### config.mk
export PLATFORM = sky130hd
export DESIGN_NAME = pixel_readout
export DESIGN_NICKNAME = d
export VERILOG_FILES = /design/src/hw/readout_pkg.sv /design/src/hw/sample_fifo.sv /design/src/hw/pixel_readout.sv
export VERILOG_INCLUDE_DIRS = /design/src /design/src/hw
export SDC_FILE = /design/constraint.sdc
export NUM_CORES = 1
export LEC_CHECK = 0
export BUFFER_PORTS_ARGS = -buffer_cell sky130_fd_sc_hd__buf_2
export CORE_ASPECT_RATIO = 0.75
export CORE_MARGIN = 2
export CORE_UTILIZATION = 25
export DETAILED_ROUTE_END_ITERATION = 12
export GPL_ROUTABILITY_DRIVEN = 0
export SLEW_MARGIN = 20
export SYNTH_ARGS = -nofsm -noshare
export SYNTH_HDL_FRONTEND = slang
export SYNTH_HIERARCHICAL = 1
export SYNTH_SLANG_ARGS = --single-unit
export TNS_END_PERCENT = 1
### constraint.sdc
create_clock -name mclk -period 4.6 [get_ports mclk]
set_input_delay 0.69 -clock mclk [delete_from_list [all_inputs] [get_ports mclk]]
set_output_delay 0.69 -clock mclk [all_outputs]
set_load 0.02 [all_outputs]
### src/hw/readout_params.svh
`ifndef READOUT_PARAMS_SVH
`define READOUT_PARAMS_SVH

// ==================================================
// Address widths and line geometry
`define START_W 10
`define ROW_W 11
`define COL_W 12
`define LINE_PIXELS 12'h800
`define PIX_W 12

// ==================================================
// Pin index inside the synchroniser vectors
`define PIN_ROW_SYNC 0
`define PIN_ROW_STEP 1
`define PIN_COL_SYNC 2
`define PIN_COL_CLK 3
`define PIN_COUNT 4

// ==================================================
// Sample buffer
`define FIFO_DEPTH 16
`define FIFO_AW 4
`define WORD_W 25

`endif

### src/hw/readout_pkg.sv
package readout_pkg;
  `include "readout_params.svh"

  typedef enum logic [1:0] {
    COL_IDLE = 2'b00,
    COL_ARMED = 2'b01,
    COL_ACTIVE = 2'b11
  } col_state_type;

  typedef struct packed {
    logic [`PIN_COUNT-1:0] sync0;
    logic [`PIN_COUNT-1:0] sync1;
    logic [`PIN_COUNT-1:0] sync_prev;
    logic [`ROW_W-1:0] row_addr;
    logic [`COL_W-1:0] col_addr;
    col_state_type col_state;
    logic dual;
    logic fetch;
    logic pending;
    logic [`WORD_W-1:0] pending_word;
    logic overrun;
    logic line_done;
    logic [`ROW_W-1:0] pix_row;
    logic [`ROW_W-1:0] pix_col_a;
    logic [`ROW_W-1:0] pix_col_b;
    logic [`PIX_W-1:0] out1_level;
    logic [`PIX_W-1:0] out2_level;
  } readout_state_type;
endpackage

### src/hw/sample_fifo.sv
`timescale 1ns/1ps
`default_nettype none

module sample_fifo #(
  parameter int WIDTH = 8,
  parameter int DEPTH = 16,
  parameter int AW = 4
) (
  input wire logic mclk,
  input wire logic nrst,
  input wire logic ce,
  input wire logic in_valid,
  output logic in_ready,
  input wire logic [WIDTH-1:0] in_data,
  output logic out_valid,
  input wire logic out_ready,
  output logic [WIDTH-1:0] out_data
);
  typedef struct packed {
    logic [DEPTH-1:0][WIDTH-1:0] mem;
    logic [AW:0] wr;
    logic [AW:0] rd;
  } fifo_state_type;

  fifo_state_type st_reg;
  fifo_state_type st_next;
  logic [AW:0] fill;

  // ==================================================
  // Flags and next state
  // The extra pointer bit tells full from empty without a separate counter.
  assign fill = st_reg.wr - st_reg.rd;
  assign in_ready = (fill != (AW + 1)'(DEPTH));
  assign out_valid = (fill != '0);
  assign out_data = st_reg.mem[st_reg.rd[AW-1:0]];

  always_comb begin
    st_next = st_reg;
    if (in_valid && in_ready) begin
      st_next.mem[st_reg.wr[AW-1:0]] = in_data;
      st_next.wr = st_reg.wr + 1'b1;
    end
    if (out_valid && out_ready) begin
      st_next.rd = st_reg.rd + 1'b1;
    end
  end

  always_ff @(posedge mclk or negedge nrst) begin
    if (!nrst) begin
      st_reg <= '0;
    end else if (ce) begin
      st_reg <= st_next;
    end
  end
endmodule // sample_fifo

`default_nettype wire

### src/hw/pixel_readout.sv
`timescale 1ns/1ps
`default_nettype none
`include "readout_params.svh"

module pixel_readout
  import readout_pkg::*;
(
  input wire logic mclk,
  input wire logic nrst,
  input wire logic ce,
  input wire logic row_sync,
  input wire logic row_step,
  input wire logic col_sync,
  input wire logic col_clk,
  input wire logic [`START_W-1:0] row_start,
  input wire logic [`START_W-1:0] col_start,
  input wire logic dual_output,
  output logic [`ROW_W-1:0] pix_row,
  output logic [`ROW_W-1:0] pix_col_a,
  output logic [`ROW_W-1:0] pix_col_b,
  input wire logic [`PIX_W-1:0] pix_data_a,
  input wire logic [`PIX_W-1:0] pix_data_b,
  output logic out_valid,
  input wire logic out_ready,
  output logic [`PIX_W-1:0] out1_level,
  output logic [`PIX_W-1:0] out2_level,
  output logic overrun,
  output logic line_done
);
  readout_state_type st_reg;
  readout_state_type st_next;
  logic [`PIN_COUNT-1:0] rise;
  logic [`PIN_COUNT-1:0] fall;
  logic present;
  logic fifo_in_ready;
  logic [`WORD_W-1:0] fifo_out_data;
  logic [`COL_W-1:0] col_after;
  logic [`ROW_W-1:0] col_here;

  // ==================================================
  // Edge detection
  assign rise = st_reg.sync1 & ~st_reg.sync_prev;
  assign fall = ~st_reg.sync1 & st_reg.sync_prev;
  assign col_here = st_reg.col_addr[`ROW_W-1:0];

  // ==================================================
  // Outputs
  assign pix_row = st_reg.pix_row;
  assign pix_col_a = st_reg.pix_col_a;
  assign pix_col_b = st_reg.pix_col_b;
  assign out1_level = st_reg.out1_level;
  assign out2_level = st_reg.out2_level;
  assign overrun = st_reg.overrun;
  assign line_done = st_reg.line_done;

  // ==================================================
  // Presentation events
  // rising clock edge; the falling edge too once active in single output mode
  always_comb begin
    present = 1'b0;
    unique case (st_reg.col_state)
      COL_IDLE: begin
        present = 1'b0;
      end
      COL_ARMED: begin
        present = rise[`PIN_COL_CLK];
      end
      COL_ACTIVE: begin
        present = rise[`PIN_COL_CLK] || (fall[`PIN_COL_CLK] && !st_reg.dual);
      end
      default: begin
        present = 1'b0;
      end
    endcase
  end

  assign col_after = st_reg.col_addr + (st_reg.dual ? 12'h002 : 12'h001);

  // ==================================================
  // Next state
  always_comb begin
    st_next = st_reg;
    st_next.sync0 = {col_clk, col_sync, row_step, row_sync};
    st_next.sync1 = st_reg.sync0;
    st_next.sync_prev = st_reg.sync1;
    st_next.fetch = 1'b0;
    st_next.line_done = 1'b0;

    if (st_reg.sync1[`PIN_ROW_SYNC]) begin
      st_next.row_addr = {row_start, 1'b0};
      st_next.col_state = COL_IDLE;
      st_next.overrun = 1'b0;
    end else if (rise[`PIN_ROW_STEP]) begin
      // next line
      // The row address wraps past the last line; the controller bounds the frame.
      st_next.row_addr = st_reg.row_addr + 11'h001;
      st_next.col_state = COL_IDLE;
    end else if (present) begin
      // A new sample while the previous one waits for buffer room is dropped, not queued.
      if (st_reg.pending) begin
        st_next.overrun = 1'b1;
      end else begin
        st_next.fetch = 1'b1;
        st_next.pix_row = st_reg.row_addr;
        st_next.pix_col_a = col_here;
        if (st_reg.dual) begin
          st_next.pix_col_b = col_here + 11'h001;
        end else begin
          st_next.pix_col_b = col_here;
        end
      end
      st_next.col_addr = col_after;
      st_next.col_state = COL_ACTIVE;
      if (col_after >= `LINE_PIXELS) begin
        st_next.col_state = COL_IDLE;
        st_next.line_done = 1'b1;
      end
    end else begin
      unique case (st_reg.col_state)
        COL_IDLE, COL_ARMED: begin
          if (st_reg.sync1[`PIN_COL_SYNC]) begin
            st_next.col_addr = {1'b0, col_start, 1'b0};
            st_next.dual = dual_output;
            st_next.col_state = COL_ARMED;
          end
        end
        COL_ACTIVE: begin
          // Column sync is ignored in mid-line; only a row event ends a line early.
          st_next.col_state = COL_ACTIVE;
        end
        default: begin
          st_next.col_state = COL_IDLE;
        end
      endcase
    end

    // ==================================================
    // Buffer hand-off
    // A word waits here while the buffer is full; the pins keep running regardless.
    if (st_reg.pending && fifo_in_ready) begin
      st_next.pending = 1'b0;
    end
    if (st_reg.fetch) begin
      st_next.pending = 1'b1;
      st_next.pending_word = {st_reg.dual, pix_data_b, pix_data_a};
    end

    // ==================================================
    // Held output levels
    // levels hold until the next sample; out2 holds until the next dual output sample
    if (out_valid && out_ready) begin
      st_next.out1_level = fifo_out_data[`PIX_W-1:0];
      if (fifo_out_data[`WORD_W-1]) begin
        st_next.out2_level = fifo_out_data[2*`PIX_W-1:`PIX_W];
      end
    end
  end

  // ==================================================
  // State register
  // The enable also freezes the synchronisers, so a pin edge that comes and goes while frozen is lost.
  always_ff @(posedge mclk or negedge nrst) begin
    if (!nrst) begin
      st_reg <= '0;
    end else if (ce) begin
      st_reg <= st_next;
    end
  end

  // ==================================================
  // Sample buffer
  // Sixteen words absorb the gap between the pixel rate and a stalled sink.
  sample_fifo #(
    .WIDTH(`WORD_W),
    .DEPTH(`FIFO_DEPTH),
    .AW(`FIFO_AW)
  ) sample_fifo_i (
    .mclk(mclk),
    .nrst(nrst),
    .ce(ce),
    .in_valid(st_reg.pending),
    .in_ready(fifo_in_ready),
    .in_data(st_reg.pending_word),
    .out_valid(out_valid),
    .out_ready(out_ready),
    .out_data(fifo_out_data)
  );
endmodule // pixel_readout

`default_nettype wire

==> metrics.md <==
| Metric | Value |
|---|---|
| Outcome | finished clean |
| Critical path data arrival time | 3.00 ns |
| Core Footprint | 99,600 µm² |
| Combinational share of power | 20.7% |
| Non-Filler Instances | between 3,000 and 4,000 |
| Min-delay worst type | in -> async |
| CP peak stage delay | 0.62 ns |
| GR Util met1 | 16.5% |
| Reg2reg setup slack | ~1.2 ns |
| Sw frac | 32.8% |
| Worst-path fanout max | 19 |
| Avg Vias per Cell | ~4.6 |
| Worst-path clk slew | 0.06 ns |
| EDFF count, synth | 0 |
| Syn. warnings | 6 |
| Grt ovf | 0 |
| Number of I/O port buffers | 112 |
| Clock network fraction of total power | between 30% and 40% |
| Worst VDD drop | 0.302 mV |
| Cells after Synth | 1,652 |
| CTS Buf Count | 54 |
| # IOs | 113 |
| Largest register FFs | 410 |
| Critical-path top delay cell | dfrtp_4 |
| Final setup violation count | 0 |
| Post-Syn Nets | roughly 1,700 |
| Area grow syn2layout | 13.1% |
| Crit-path cells | inv_1 > ha_1 > nor2b_4 > o22ai_1 > xnor2_1 > nor2_1 > o21ai_0 > buf_2 |
| Share of cells above drive strength 1 | 49.8% |
| Worst reg2reg startpoint | sample_fifo_i/st_reg[1] |
| DRT Wirelength | approximately 60 mm |
| Synth async-reset ratio | 100% |
| GRT Overall Usage | 11.7% |
| Slew @ Worst Pin | 1.05 ns |
| Max-Cap Viols | 0 |
| H-tree level count | 2 |
| WL/cell | 19.8 µm |
| Width of the die | 371 µm |
| Post-synthesis sequential area ratio | 52.8% |
| Largest net degree at the start of global routing | 132 |
| HPWL Detailed | around 37 mm |
| 1st-iter DRT viols | 1,009 |
| CP endpoint kind | primary output |
| Fmax achieved | 271 MHz |
| Max transition margin | 29.3% |
| Reg power frac | between 40% and 50% |
| Post-synth top area share | 52.8% |
| Clock Skew | 0.0275 ns |
| Fin Hold WS | 0.0179 ns |
| CTS Buffer Depth | 3 |
| Setup TNS | 0 ns |
| Cell Count Post-Placement | just under 3,000 |
| Chip height | between 200 and 300 µm |
| Distinct cells, synth | 62 |
| Die Footprint | 103,000 µm² |
| Setup bufs post-CTS | 0 |
| Later-pin clock latency in the skew report | approximately 0.63 ns |
| Vias in the first global route | 15,200 |
| Reg2Reg Capture Point | sample_fifo_i/st_reg[161] |
| Slew Viols, Final | 0 |
| Initial Utilization | 25.3% |
| Worst R2R Path Depth | 10 |
| Pwr dens | roughly 460 nW/µm² |
| RSZ-0062 raised after global routing | no |
| Switch Pwr | 0.00428 W |
| Cts hold-fix bufs | 0 |
| # resized after CTS | 0 |
| Setup crit end | out_valid |
| GR Util met3 | about 2.4% |
| Clock sink total | 532 |
| Leakage power | 13.4 nW |
| Tmin final | 3.69 ns |
| Final hold vios | 0 |
| Synth area leader | dfrtp_1 |
| Crit path required time | 3.91 ns |
| Syn avg cell area | about 15 µm² |
| P_int | between 0.008 and 0.009 W |
| Net count, final | 1,755 |
| Final worst-path cycle share | 80.2% |
| Antenna cells | 0 |
| Antenna violations before repair | 4 |
| Clock root cell | clkbuf_16 |
| Post-DRT Antenna Nets | 0 |
| GRT met2 Usage | 18.4% |
| Crit path launch | sample_fifo_i/st_reg[1] |
| Detailed-router iteration count before antenna repair | 5 |
| CP startpoint kind | flop |
| Cell Rows | 100 |
| Main area contributors after synthesis | dfrtp_1 53%, mux2_2 14%, mux4_2 11%, mux2_4 8.3%, buf_4 1.9% |
| Via Count | 14,100 |
| Drt drc | 0 |
| #FFs+latches synth | 532 |
| TritonCTS clock tree | built |
| CP Class | reg -> out |
| Top_reg_cell synth | dfrtp_1 |
| Post-Synthesis Cell Area | around 25,000 µm² |
| Gr busiest metal | met2 |
| First-pass GRT wire length | 94.7 mm |
-- through the flow --
stage | power (W) | util (%) | setup slack (ns) | cell area [µm²]
4_1_cts | 0.0132 | 28.6 | 0.932 | 28500
3_5_place_dp | 0.00885 | 26.9 | 1.17 | 26700
5_1_grt | 0.0137 | 28.6 | 0.788 | 28500
3_3_place_gp | 0.00874 | 26.9 | 1.20 | 26700
6_report | 0.0130 | 28.6 | 0.912 | 28500
2_1_floorplan | 0.00801 | - | 1.18 | 25200
-- worst min-delay path by stage --
stage | from | endpoint | slack [ns] | cells past startpoint
4_1_cts | nrst | st_reg[104] | 0.24 | 1
5_1_grt | nrst | col_here[5] | 0.03 | 1
3_5_place_dp | pix_col_a[4] | pix_col_a[4] | 0.47 | 2
3_3_place_gp | pix_row[10] | pix_row[10] | 0.45 | 2
6_report | nrst | col_here[8] | 0.02 | 1
2_1_floorplan | nrst | col_here[0] | 0.39 | 0
-- worst max-delay path: cells and delay by family, from the launching register on --
kind | cells | cell delay, ns
AOI/OAI and AO/OA | 2 | 0.31
xor gates and xnor gates | 1 | 0.38
adders and majority gates | 1 | 0.33
buffers and inverters | 2 | 0.43
DFF | 1 | 0.62
and+or+nand+nor | 2 | 0.31
-- cell usage in the layout, fill, tap and decap left out, types with 18 or more instances in the layout --
cell type | netlist | layout
buf_4 | 63 | 36
buf_2 | 23 | 111
mux2_4 | 140 | 140
a21oi_1 | 39 | 39
dfrtp_1 | 532 | 530
clkbuf_16 | 0 | 54
nor2_1 | 18 | 18
nand2_1 | 98 | 97
mux4_2 | 125 | 125
mux2_2 | 319 | 319
o21ai_0 | 26 | 26
-- cell families (layout without fill, tap and decap cells) --
family                     after synthesis  count (layout)  synth area share (%)
AOI/OAI and AO/OA                      116             116                  2.94
xor gates and xnor gates                22              22                 0.765
adders and majority gates               14              14                 0.725
buffers and inverters                  189             263                  4.63
DFF                                    532             532                  52.8
muxes                                  590             590                  34.0
and+or+nand+nor                        189             189                  4.10
-- layout make-up --
| cell class | count | area [µm²] |
|---|---|---|
| clock inverters | 21 | 214 |
| fillers | 9917 | 71100 |
| clock buffers | 73 | 1520 |
| inverters | 14 | 52.6 |
| well taps | 1326 | 1660 |
| repair buffers | 155 | 988 |
| flip-flops and latches | 532 | 13300 |
| multi-input cells | 931 | 10800 |
-- per-layer routing --
layer	part of all wire, %	wire length [µm]	up-vias
met3	5.3	3230	89
met1	46	28100	7616
li1	-	-	6062
met4	1.9	1140	8
met2	46	28100	328
met5	0.091	55	-
-- Yosys cell counts, types with 4 or more instances --
cell type  count
nand2_1       98
nor3b_2        4
nor3_4         4
nand3_1       15
nor2_1        18
mux4_2       125
a21o_1         4
a31oi_1        4
a31o_2         6
mux2_4       140
mux2_2       319
and3_1         4
buf_4         63
mux2i_1        6
inv_1         13
nor3_1         5
xor2_1        10
a21oi_1       39
xnor2_1       12
o22ai_1       13
dfrtp_1      532
ha_1          13
o31ai_1        5
buf_1         19
o21ai_0       26
or4_1          5
buf_2         23
nor2b_1        4
clkbuf_1      45
buf_6         24
nand4_1        9
-- power by group through the flow --
stage	clock network, W	registers, W	logic (W)
after detailed placement	0	0.00612	0.00274
after global routing	0.00466	0.00615	0.00294
final	0.00432	0.00603	0.00270
after global placement	0	0.00604	0.00269
after CTS	0.00446	0.00603	0.00275
after floorplan	0	0.00554	0.00247
Note: power is estimated with default switching activity, not from simulation.
